<file path="config.mk">
export PLATFORM = sky130hd
export DESIGN_NAME = sse_status_flags
export DESIGN_NICKNAME = d
export VERILOG_FILES = /design/src/core/sse_pkg.sv /design/src/core/sse_status_flags.sv
export SDC_FILE = /design/constraint.sdc
export NUM_CORES = 1
export LEC_CHECK = 0
export BUFFER_PORTS_ARGS = -buffer_cell sky130_fd_sc_hd__buf_2
export CAP_MARGIN = 20
export CORE_ASPECT_RATIO = 0.8
export CORE_MARGIN = 4
export CORE_UTILIZATION = 50
export DETAILED_ROUTE_END_ITERATION = 8
export PLACE_DENSITY = 0.92
export REMOVE_ABC_BUFFERS = 1
export SETUP_SLACK_MARGIN = 0.4
export SLEW_MARGIN = 20
export SYNTH_ARGS = -nofsm -noshare
export SYNTH_HDL_FRONTEND = slang
export SYNTH_SLANG_ARGS = --single-unit
</file>
<file path="constraint.sdc">
create_clock -name pclk -period 6.1 [get_ports pclk]
set_clock_uncertainty 0.15 [all_clocks]
set_input_delay 0.61 -clock pclk [delete_from_list [all_inputs] [get_ports pclk]]
set_output_delay 0.61 -clock pclk [all_outputs]
set_load 0.005 [all_outputs]
</file>
<file path="src/core/sse_pkg.sv">
// Package: register map, field positions and reset values of the serial status block
package sse_pkg;
	// ------------------------------------------------------------
	// Register byte offsets
	// ------------------------------------------------------------
	localparam logic [7:0] OFS_CONTROL_TWO = 8'h00;
	localparam logic [7:0] OFS_CONTROL_THREE = 8'h04;
	localparam logic [7:0] OFS_STATUS_ONE = 8'h08;
	localparam logic [7:0] OFS_STATUS_TWO = 8'h0C;
	localparam logic [7:0] OFS_DATA_BUFFER = 8'h10;
	// ------------------------------------------------------------
	// Control two fields
	// ------------------------------------------------------------
	localparam int C2_TX_EMPTY_IE = 7;
	localparam int C2_TX_COMPLETE_IE = 6;
	localparam int C2_RX_FULL_IE = 5;
	localparam int C2_IDLE_IE = 4;
	localparam int C2_RX_ENABLE = 2;
	localparam logic [7:0] C2_WRITE_MASK = 8'hF4;
	localparam logic [7:0] C2_RESET = 8'h00;
	// ------------------------------------------------------------
	// Control three fields
	// ------------------------------------------------------------
	localparam int C3_RX_NINTH = 7;
	localparam int C3_TX_NINTH = 6;
	localparam int C3_RX_DMA = 5;
	localparam int C3_TX_DMA = 4;
	localparam int C3_OVERRUN_IE = 3;
	localparam int C3_NOISE_IE = 2;
	localparam int C3_FRAMING_IE = 1;
	localparam int C3_PARITY_IE = 0;
	localparam logic [7:0] C3_WRITE_MASK = 8'h7F;
	localparam logic [7:0] C3_RESET = 8'h00;
	// ------------------------------------------------------------
	// Status one fields
	// ------------------------------------------------------------
	localparam int S1_TX_EMPTY = 7;
	localparam int S1_TX_COMPLETE = 6;
	localparam int S1_RX_FULL = 5;
	localparam int S1_IDLE = 4;
	localparam int S1_OVERRUN = 3;
	localparam int S1_NOISE = 2;
	localparam int S1_FRAMING = 1;
	localparam int S1_PARITY = 0;
	localparam logic [7:0] S1_RESET = 8'hC0;
	// ------------------------------------------------------------
	// Status two fields
	// ------------------------------------------------------------
	localparam int S2_BREAK = 1;
	localparam int S2_IN_PROGRESS = 0;
	// Character bit positions
	localparam int CHAR_BIT_SEVEN = 7;
	localparam int CHAR_BIT_EIGHT = 8;
endpackage

</file>
<file path="src/core/sse_status_flags.sv">
// Status, error flags and interrupt requests of the serial interface, APB slave
// Notes on behaviour
// - Buffer hand-off sets tx empty; reset sets it
// - Tx empty clears: status read, then data write
// - Tx complete when empty and idle; queue clears
// - Reset sets tx complete
// - Rx full set on load, cleared by sequence
// - Idle sets on ones run; sequence clears it
// - Idle needs a character after enable or clear
// - Overrun: new character dropped, buffer kept
// - Overrun clears only if status read saw it
// - Noise flag set on noise, sequence clears
// - Framing flag set on zero stop bit
// - Parity flag set on parity failure
// - Error enables gate shared error interrupt
// - Tx and rx enables gate their interrupts
// - Break sets break, framing, full; clears ninth in nine-bit mode
// - Break clears by sequence; rearms after ones
// - In-progress set at first sample, cleared
// - Ninth bit captured with the data byte
module sse_status_flags (
	// Clock and reset
	input wire logic pclk,
	input wire logic presetn,
	// APB slave
	input wire logic psel,
	input wire logic penable,
	input wire logic pwrite,
	input wire logic [7:0] paddr,
	input wire logic [31:0] pwdata,
	output logic [31:0] prdata,
	output logic pready,
	output logic pslverr,
	// Transmit shifter side
	input wire logic tx_load_pulse,
	input wire logic tx_busy,
	input wire logic tx_queue_pulse,
	output logic [7:0] tx_data,
	output logic tx_ninth_bit,
	output logic tx_data_write,
	// Receive shifter side
	input wire logic nine_bit_mode,
	input wire logic rx_char_done,
	input wire logic [8:0] rx_char,
	input wire logic rx_noise_event,
	input wire logic rx_parity_event,
	input wire logic rx_stop_zero_event,
	input wire logic rx_break_event,
	input wire logic rx_line_ones_event,
	input wire logic rx_idle_event,
	input wire logic rx_start_sample_zero,
	input wire logic rx_false_start,
	// Interrupt requests and control out
	output logic tx_irq,
	output logic rx_irq,
	output logic err_irq,
	output logic tx_dma_req,
	output logic rx_enable
);
	// ------------------------------------------------------------
	// Bus decode
	// ------------------------------------------------------------
	logic pready_reg; // Completion strobe, one wait state
	logic [31:0] prdata_reg; // Read data captured in the wait cycle
	logic pslverr_reg; // Unmapped address answer
	wire access_wait = psel & penable & ~pready_reg;
	wire access_done = psel & penable & pready_reg;
	wire hit_c2 = paddr == sse_pkg::OFS_CONTROL_TWO;
	wire hit_c3 = paddr == sse_pkg::OFS_CONTROL_THREE;
	wire hit_s1 = paddr == sse_pkg::OFS_STATUS_ONE;
	wire hit_s2 = paddr == sse_pkg::OFS_STATUS_TWO;
	wire hit_dr = paddr == sse_pkg::OFS_DATA_BUFFER;
	wire hit_any = hit_c2 | hit_c3 | hit_s1 | hit_s2 | hit_dr;
	wire wr_c2 = access_done & pwrite & hit_c2;
	wire wr_c3 = access_done & pwrite & hit_c3;
	wire wr_dr = access_done & pwrite & hit_dr;
	wire rd_s1 = access_done & ~pwrite & hit_s1;
	wire rd_s2 = access_done & ~pwrite & hit_s2;
	wire rd_dr = access_done & ~pwrite & hit_dr;
	// ------------------------------------------------------------
	// State
	// ------------------------------------------------------------
	logic [7:0] control_two_reg; // Interrupt enables and receiver enable
	logic [7:0] control_three_reg; // Ninth bits, steering, error enables
	logic [7:0] rx_buffer_reg; // Received byte
	logic rx_ninth_bit_reg; // Received ninth bit
	logic [7:0] tx_data_reg; // Byte written for transmission
	logic tx_write_reg; // One-cycle write strobe to the shifter
	logic tx_empty_flag_reg;
	logic tx_complete_flag_reg;
	logic rx_full_flag_reg;
	logic idle_flag_reg;
	logic overrun_flag_reg;
	logic rx_noise_flag_reg;
	logic rx_framing_error_flag_reg;
	logic rx_parity_error_flag_reg;
	logic break_detect_flag_reg;
	logic rx_in_progress_flag_reg;
	logic [7:0] s1_arm_reg; // Flags seen set by the last status one read
	logic break_arm_reg; // Break seen set by the last status two read
	logic break_ready_reg; // Ones seen since the last break
	logic idle_allowed_reg; // A character has filled the buffer since gating
	logic rx_enable_d_reg; // Receiver enable, delayed for edge detect
	logic tx_irq_reg;
	logic rx_irq_reg;
	logic err_irq_reg;
	logic tx_dma_reg;
	// ------------------------------------------------------------
	// Read multiplexer
	// ------------------------------------------------------------
	wire [7:0] status_one = {tx_empty_flag_reg, tx_complete_flag_reg, rx_full_flag_reg,
		idle_flag_reg, overrun_flag_reg, rx_noise_flag_reg, rx_framing_error_flag_reg,
		rx_parity_error_flag_reg};
	wire [7:0] status_two = {6'h00, break_detect_flag_reg, rx_in_progress_flag_reg};
	wire [7:0] control_three_view = {rx_ninth_bit_reg, control_three_reg[6:0]};
	wire [7:0] read_byte = hit_c2 ? control_two_reg :
		hit_c3 ? control_three_view :
		hit_s1 ? status_one :
		hit_s2 ? status_two :
		hit_dr ? rx_buffer_reg : 8'h00;
	// ------------------------------------------------------------
	// Flag clearing terms: data access after an armed status read
	// ------------------------------------------------------------
	wire clr_tx_empty = wr_dr & s1_arm_reg[sse_pkg::S1_TX_EMPTY];
	wire clr_rx_full = rd_dr & s1_arm_reg[sse_pkg::S1_RX_FULL];
	wire clr_idle = rd_dr & s1_arm_reg[sse_pkg::S1_IDLE];
	wire clr_overrun = rd_dr & s1_arm_reg[sse_pkg::S1_OVERRUN];
	wire clr_noise = rd_dr & s1_arm_reg[sse_pkg::S1_NOISE];
	wire clr_framing = rd_dr & s1_arm_reg[sse_pkg::S1_FRAMING];
	wire clr_parity = rd_dr & s1_arm_reg[sse_pkg::S1_PARITY];
	wire clr_break = rd_dr & break_arm_reg;
	// ------------------------------------------------------------
	// Receive events
	// ------------------------------------------------------------
	wire buffer_busy = rx_full_flag_reg & ~clr_rx_full;
	wire char_accept = rx_char_done & ~buffer_busy;
	wire char_overrun = rx_char_done & buffer_busy;
	wire break_take = rx_break_event & break_ready_reg & ~buffer_busy;
	wire buffer_load = char_accept | break_take;
	wire idle_set = rx_idle_event & idle_allowed_reg;
	wire rx_enable_rise = control_two_reg[sse_pkg::C2_RX_ENABLE] & ~rx_enable_d_reg;
	wire ninth_in = nine_bit_mode ? rx_char[sse_pkg::CHAR_BIT_EIGHT] :
		rx_char[sse_pkg::CHAR_BIT_SEVEN];
	// ------------------------------------------------------------
	// Interrupt terms
	// ------------------------------------------------------------
	wire tx_empty_req = tx_empty_flag_reg & control_two_reg[sse_pkg::C2_TX_EMPTY_IE];
	wire tx_empty_cpu = tx_empty_req & ~control_three_reg[sse_pkg::C3_TX_DMA];
	wire tx_irq_next = tx_empty_cpu |
		(tx_complete_flag_reg & control_two_reg[sse_pkg::C2_TX_COMPLETE_IE]);
	wire rx_irq_next = (rx_full_flag_reg & control_two_reg[sse_pkg::C2_RX_FULL_IE]) |
		(idle_flag_reg & control_two_reg[sse_pkg::C2_IDLE_IE]);
	wire err_irq_next = (overrun_flag_reg & control_three_reg[sse_pkg::C3_OVERRUN_IE]) |
		(rx_noise_flag_reg & control_three_reg[sse_pkg::C3_NOISE_IE]) |
		(rx_framing_error_flag_reg & control_three_reg[sse_pkg::C3_FRAMING_IE]) |
		(rx_parity_error_flag_reg & control_three_reg[sse_pkg::C3_PARITY_IE]);
	// ------------------------------------------------------------
	// APB handshake and read capture
	// ------------------------------------------------------------
	// Wait cycle captures data, next edge completes the transfer
	always_ff @(posedge pclk or negedge presetn) begin
		if (!presetn) begin
			pready_reg <= 1'b0;
			prdata_reg <= 32'h0000_0000;
			pslverr_reg <= 1'b0;
		end else begin
			pready_reg <= access_wait;
			if (access_wait) begin
				prdata_reg <= {24'h00_0000, pwrite ? 8'h00 : read_byte};
				pslverr_reg <= ~hit_any;
			end else begin
				pslverr_reg <= 1'b0;
			end
		end
	end
	// ------------------------------------------------------------
	// Control registers
	// ------------------------------------------------------------
	// Software writes; reset clears all enables
	always_ff @(posedge pclk or negedge presetn) begin
		if (!presetn) begin
			control_two_reg <= sse_pkg::C2_RESET;
			control_three_reg <= sse_pkg::C3_RESET;
			rx_enable_d_reg <= 1'b0;
		end else begin
			rx_enable_d_reg <= control_two_reg[sse_pkg::C2_RX_ENABLE];
			if (wr_c2) begin
				control_two_reg <= pwdata[7:0] & sse_pkg::C2_WRITE_MASK;
			end
			if (wr_c3) begin
				control_three_reg <= pwdata[7:0] & sse_pkg::C3_WRITE_MASK;
			end
		end
	end
	// ------------------------------------------------------------
	// Data paths
	// ------------------------------------------------------------
	// Transmit byte latch and receive buffer with ninth bit
	always_ff @(posedge pclk or negedge presetn) begin
		if (!presetn) begin
			tx_data_reg <= 8'h00;
			tx_write_reg <= 1'b0;
			rx_buffer_reg <= 8'h00;
			rx_ninth_bit_reg <= 1'b0;
		end else begin
			tx_write_reg <= wr_dr;
			if (wr_dr) begin
				tx_data_reg <= pwdata[7:0];
			end
			if (buffer_load) begin
				// Overrun leaves the buffered byte untouched
				rx_buffer_reg <= rx_char[7:0];
				if (break_take && nine_bit_mode) begin
					rx_ninth_bit_reg <= 1'b0;
				end else begin
					rx_ninth_bit_reg <= ninth_in;
				end
			end
		end
	end
	// ------------------------------------------------------------
	// Clear-sequence records
	// ------------------------------------------------------------
	// A status read records the flags it returned; a data read ends both records, a data write only the status one record
	always_ff @(posedge pclk or negedge presetn) begin
		if (!presetn) begin
			s1_arm_reg <= 8'h00;
			break_arm_reg <= 1'b0;
		end else begin
			if (rd_s1) begin
				s1_arm_reg <= prdata_reg[7:0];
			end else if (rd_dr || wr_dr) begin
				s1_arm_reg <= 8'h00;
			end
			if (rd_s2) begin
				break_arm_reg <= prdata_reg[sse_pkg::S2_BREAK];
			end else if (rd_dr) begin
				break_arm_reg <= 1'b0;
			end
		end
	end
	// ------------------------------------------------------------
	// Transmit flags
	// ------------------------------------------------------------
	// Set wins over clear on tx empty
	always_ff @(posedge pclk or negedge presetn) begin
		if (!presetn) begin
			tx_empty_flag_reg <= 1'b1;
			tx_complete_flag_reg <= 1'b1;
		end else begin
			if (tx_load_pulse) begin
				tx_empty_flag_reg <= 1'b1;
			end else if (clr_tx_empty) begin
				tx_empty_flag_reg <= 1'b0;
			end
			// Complete only while empty, idle and nothing queued
			tx_complete_flag_reg <= tx_empty_flag_reg & ~tx_busy & ~tx_queue_pulse;
		end
	end
	// ------------------------------------------------------------
	// Receive flags
	// ------------------------------------------------------------
	// Each flag: event sets, armed data read clears, set wins
	always_ff @(posedge pclk or negedge presetn) begin
		if (!presetn) begin
			rx_full_flag_reg <= 1'b0;
			idle_flag_reg <= 1'b0;
			overrun_flag_reg <= 1'b0;
			rx_noise_flag_reg <= 1'b0;
			rx_framing_error_flag_reg <= 1'b0;
			rx_parity_error_flag_reg <= 1'b0;
		end else begin
			if (buffer_load) begin
				rx_full_flag_reg <= 1'b1;
			end else if (clr_rx_full) begin
				rx_full_flag_reg <= 1'b0;
			end
			if (idle_set) begin
				idle_flag_reg <= 1'b1;
			end else if (clr_idle) begin
				idle_flag_reg <= 1'b0;
			end
			if (char_overrun) begin
				overrun_flag_reg <= 1'b1;
			end else if (clr_overrun) begin
				overrun_flag_reg <= 1'b0;
			end
			if (rx_noise_event) begin
				rx_noise_flag_reg <= 1'b1;
			end else if (clr_noise) begin
				rx_noise_flag_reg <= 1'b0;
			end
			if (rx_stop_zero_event || break_take) begin
				rx_framing_error_flag_reg <= 1'b1;
			end else if (clr_framing) begin
				rx_framing_error_flag_reg <= 1'b0;
			end
			if (rx_parity_event) begin
				rx_parity_error_flag_reg <= 1'b1;
			end else if (clr_parity) begin
				rx_parity_error_flag_reg <= 1'b0;
			end
		end
	end
	// ------------------------------------------------------------
	// Break, in-progress and idle gating
	// ------------------------------------------------------------
	// Break rearms on ones; idle gate opens on a character
	always_ff @(posedge pclk or negedge presetn) begin
		if (!presetn) begin
			break_detect_flag_reg <= 1'b0;
			break_ready_reg <= 1'b1;
			rx_in_progress_flag_reg <= 1'b0;
			idle_allowed_reg <= 1'b0;
		end else begin
			if (break_take) begin
				break_detect_flag_reg <= 1'b1;
			end else if (clr_break) begin
				break_detect_flag_reg <= 1'b0;
			end
			if (break_take) begin
				break_ready_reg <= 1'b0;
			end else if (rx_line_ones_event) begin
				break_ready_reg <= 1'b1;
			end
			if (rx_start_sample_zero) begin
				rx_in_progress_flag_reg <= 1'b1;
			end else if (rx_false_start || rx_idle_event) begin
				rx_in_progress_flag_reg <= 1'b0;
			end
			if (buffer_load) begin
				idle_allowed_reg <= 1'b1;
			end else if (rx_enable_rise || idle_set || clr_idle) begin
				idle_allowed_reg <= 1'b0;
			end
		end
	end
	// ------------------------------------------------------------
	// Interrupt request outputs
	// ------------------------------------------------------------
	// Registered so every request leaves from a flip-flop
	always_ff @(posedge pclk or negedge presetn) begin
		if (!presetn) begin
			tx_irq_reg <= 1'b0;
			rx_irq_reg <= 1'b0;
			err_irq_reg <= 1'b0;
			tx_dma_reg <= 1'b0;
		end else begin
			tx_irq_reg <= tx_irq_next;
			rx_irq_reg <= rx_irq_next;
			err_irq_reg <= err_irq_next;
			tx_dma_reg <= tx_empty_req & control_three_reg[sse_pkg::C3_TX_DMA];
		end
	end
	// ------------------------------------------------------------
	// Output wiring
	// ------------------------------------------------------------
	assign prdata = prdata_reg;
	assign pready = pready_reg;
	assign pslverr = pslverr_reg;
	assign tx_data = tx_data_reg;
	assign tx_ninth_bit = control_three_reg[sse_pkg::C3_TX_NINTH];
	assign tx_data_write = tx_write_reg;
	assign tx_irq = tx_irq_reg;
	assign rx_irq = rx_irq_reg;
	assign err_irq = err_irq_reg;
	assign tx_dma_req = tx_dma_reg;
	assign rx_enable = control_two_reg[sse_pkg::C2_RX_ENABLE];
endmodule

</file>
==> results by group <==
Worst hold path
  • Hold wc startpoint: tx_queue_pulse
  • Worst Hold End: tx_complete_flag_reg
  • Hold depth: 2
  • Hold Path Class: in2reg

Timing
  • Setup violators final: 0
  • Period Utilization, post-route: 47.61%
  • RSZ-0062 raised after global routing: no
  • Hold Fails Final Rpt: 0
  • Final min period: 2.904 ns
  • TNS Setup: 0 ns
  • Final worst slack: 3.196 ns
  • Hold Worst Slack: 0.2286 ns
  • Final Max Tran Viols: 0
  • Max_slew headroom: 36.46%
  • Slew at the pin with the worst max-slew slack: 0.9458 ns
  • F_max: 344.3 MHz

Floorplan
  • I/O pin count: 116
  • Row cnt: 25
  • Die width: 96.03 microns
  • Die Ht: 78.42 microns
  • Starting Density: 51.87%
  • Placeable Area: 0.005974 sq mm
  • Die area: 0.007530 sq mm

Finish
  • Diode count: 0
  • Commonest non-fill, non-tap cell in the layout: buf_2
  • Most frequent cells in the layout: buf_2 (67), dfrtp_1 (62), mux2_2 (28)
  • Fin nets: 403
  • Post-route cell area: 0.003605 sq mm
  • Area Growth Syn to Fin: 16.31%
  • Share of cells above drive strength 1: 36.07%

Detailed routing
  • Total number of vias: 2302
  • DRT antenna net count: 0
  • DR WL/cell: 17.06 microns
  • DR pass1 iterations: 4
  • Via/cell ratio: 5.455
  • Residual DRC count: 0
  • Post-Route WL: 7.201 mm
  • Initial DRC Count: 250

GRT
  • Global-route wire length before repair: 11.49 mm
  • GRT Total Usage: 20.56%
  • Overflow after GRT: 0
  • Initial antenna violation count: 0
  • Number of global-route vias before repair: 2271
  • Largest net degree at the start of global routing: 66

Flow run
  • Max Cap Viol: 0

Critical path
  • Critical-path top delay cell: a2111oi_4
  • CP Data Required Time: 6.18 ns
  • CP Cell Sequence: buf_2, nor3b_4, nand2_1, a2111oi_4, mux2_2
  • Arrival @ worst endpoint: 2.98 ns
  • Endpoint class of the critical path: flip-flop
  • Worst R2R End: rx_buffer_reg[4]
  • R2R Setup Slk: 3.58 ns
  • Max FO, Critical Path: 22
  • RR Startpoint: pready
  • Largest stage delay, worst path: 0.81 ns
  • Startpoint types: primary input
  • R2R cell count: 4
  • WS Path Type: in2reg

Clock network
  • Sinks on Clock Net: 65
  • Clock Latency Late Sink: 0.35 ns
  • Setup Buffers After CTS: 0
  • Clock buffer depth: 2
  • CTS buffer count: 9
  • CTS tree: built
  • CTS root buffer: clkbuf_8
  • Post-CTS Resized: 0
  • CTS H-Tree Depth: 3
  • Hold_buf cts: 0
  • Clk pin slew, worst setup/hold paths: 0.07 ns

Synthesis
  • Netlist cell types: 47
  • Most used flip-flop cell after synthesis: dfrtp_1
  • Post-synth ARST share: 100.0%
  • Sequential area share after synthesis: 52.60%
  • Syn. warnings: 0
  • Mapped Area: 0.003099 sq mm
  • #FFs+latches synth: 65
  • Post-synth EDFFs: 0
  • Synth Instances: 267
  • Avg Inst Size Synth: 11.61 sq um

Placement
  • Gpl congestion: 0.8991
  • Setup WS pre-CTS: 2.821 ns
  • Hpwl dp: 5.379 mm
  • Cell Area, Placed: 0.003397 sq mm
  • IO buf count: 67

Power
  • Max IR drop VDD: 168.0 uV
  • Tot Pwr: 887.1 uW
  • P per Cell Area: 246.1 mW/mm^2
  • Leak pwr: 0.001864 uW

Status
  • Status: finished clean
-- cells in the mapped netlist, types with 2 or more instances --
cell,instances,area share [%]
a21o_1,4,0.97
nand4_1,3,0.61
inv_1,12,1.5
buf_6,2,0.73
o22ai_1,5,1.0
dfrtp_1,62,50
nor2b_1,7,1.4
a2111oi_0,2,0.57
nand2_1,15,1.8
a22oi_1,9,2.2
nand2b_1,4,0.81
clkbuf_1,6,0.73
nand3_1,9,1.5
a22o_1,10,2.8
a31oi_1,4,0.81
nor3_1,5,0.81
o21ai_0,4,0.65
nor4bb_1,2,0.65
a21oi_1,3,0.48
nor2_1,11,1.3
a221oi_1,2,0.57
dfstp_2,3,2.5
nor4b_1,2,0.57
buf_4,25,6.1
mux2_2,28,10
o31ai_1,7,1.7
-- final cells by class --
class | count | area (sq um)
clock buffer | 14 | 172.7
clock inverter | 2 | 35.03
fill | 507 | 2370
inverter | 12 | 45.04
multi-input combinational | 180 | 1277
sequential | 65 | 1630
tap | 81 | 101.3
timing repair buffer | 68 | 342.8
-- how the worst max path moves through the flow --
stage	start	end	cells after the start
2_1_floorplan	paddr[2]	rx_buffer_reg[0]	4
3_3_place_gp	paddr[4]	rx_buffer_reg[1]	5
3_5_place_dp	paddr[4]	rx_buffer_reg[4]	5
4_1_cts	paddr[4]	rx_buffer_reg[0]	5
5_1_grt	paddr[4]	rx_buffer_reg[5]	5
6_report	paddr[4]	rx_buffer_reg[4]	5
-- routing by layer --
layer	GRT usage, %	vias up	routed length (microns)
met2	31.15	105	3353
li1	-	1071	-
met1	27.20	1119	3027
met4	6.534	0	89
met5	0	-	0
met3	7.759	7	730
-- cells by family after synthesis --
kind of cell	share of synthesized area, %
AO/OA/AOI/OAI	14.41
buffers and inverters	8.962
flip-flops	52.60
multiplexers	10.17
other	0.1210
AND/OR/NAND/NOR	13.73
-- power breakdown --
group	switching [uW]	internal (uW)
Clock	161	222
Sequential	3.87	437
Combinational	40.1	23.3
-- critical path: cells and delay by family --
kind / cells / cell delay (ns)
AOI/OAI and AO/OA: 1 / 0.81
and+or+nand+nor: 2 / 0.81
muxes: 1 / 0.42
buffers and inverters: 1 / 0.32
-- stage by stage --
step / utilization [%] / instances
detailed placement: 56.86 / 406
CTS: 60.34 / 422
floorplan: - / 257
finish: 60.34 / 422
global route: 60.34 / 422
global placement: 56.86 / 406
(Power assumes the default switching activity.)
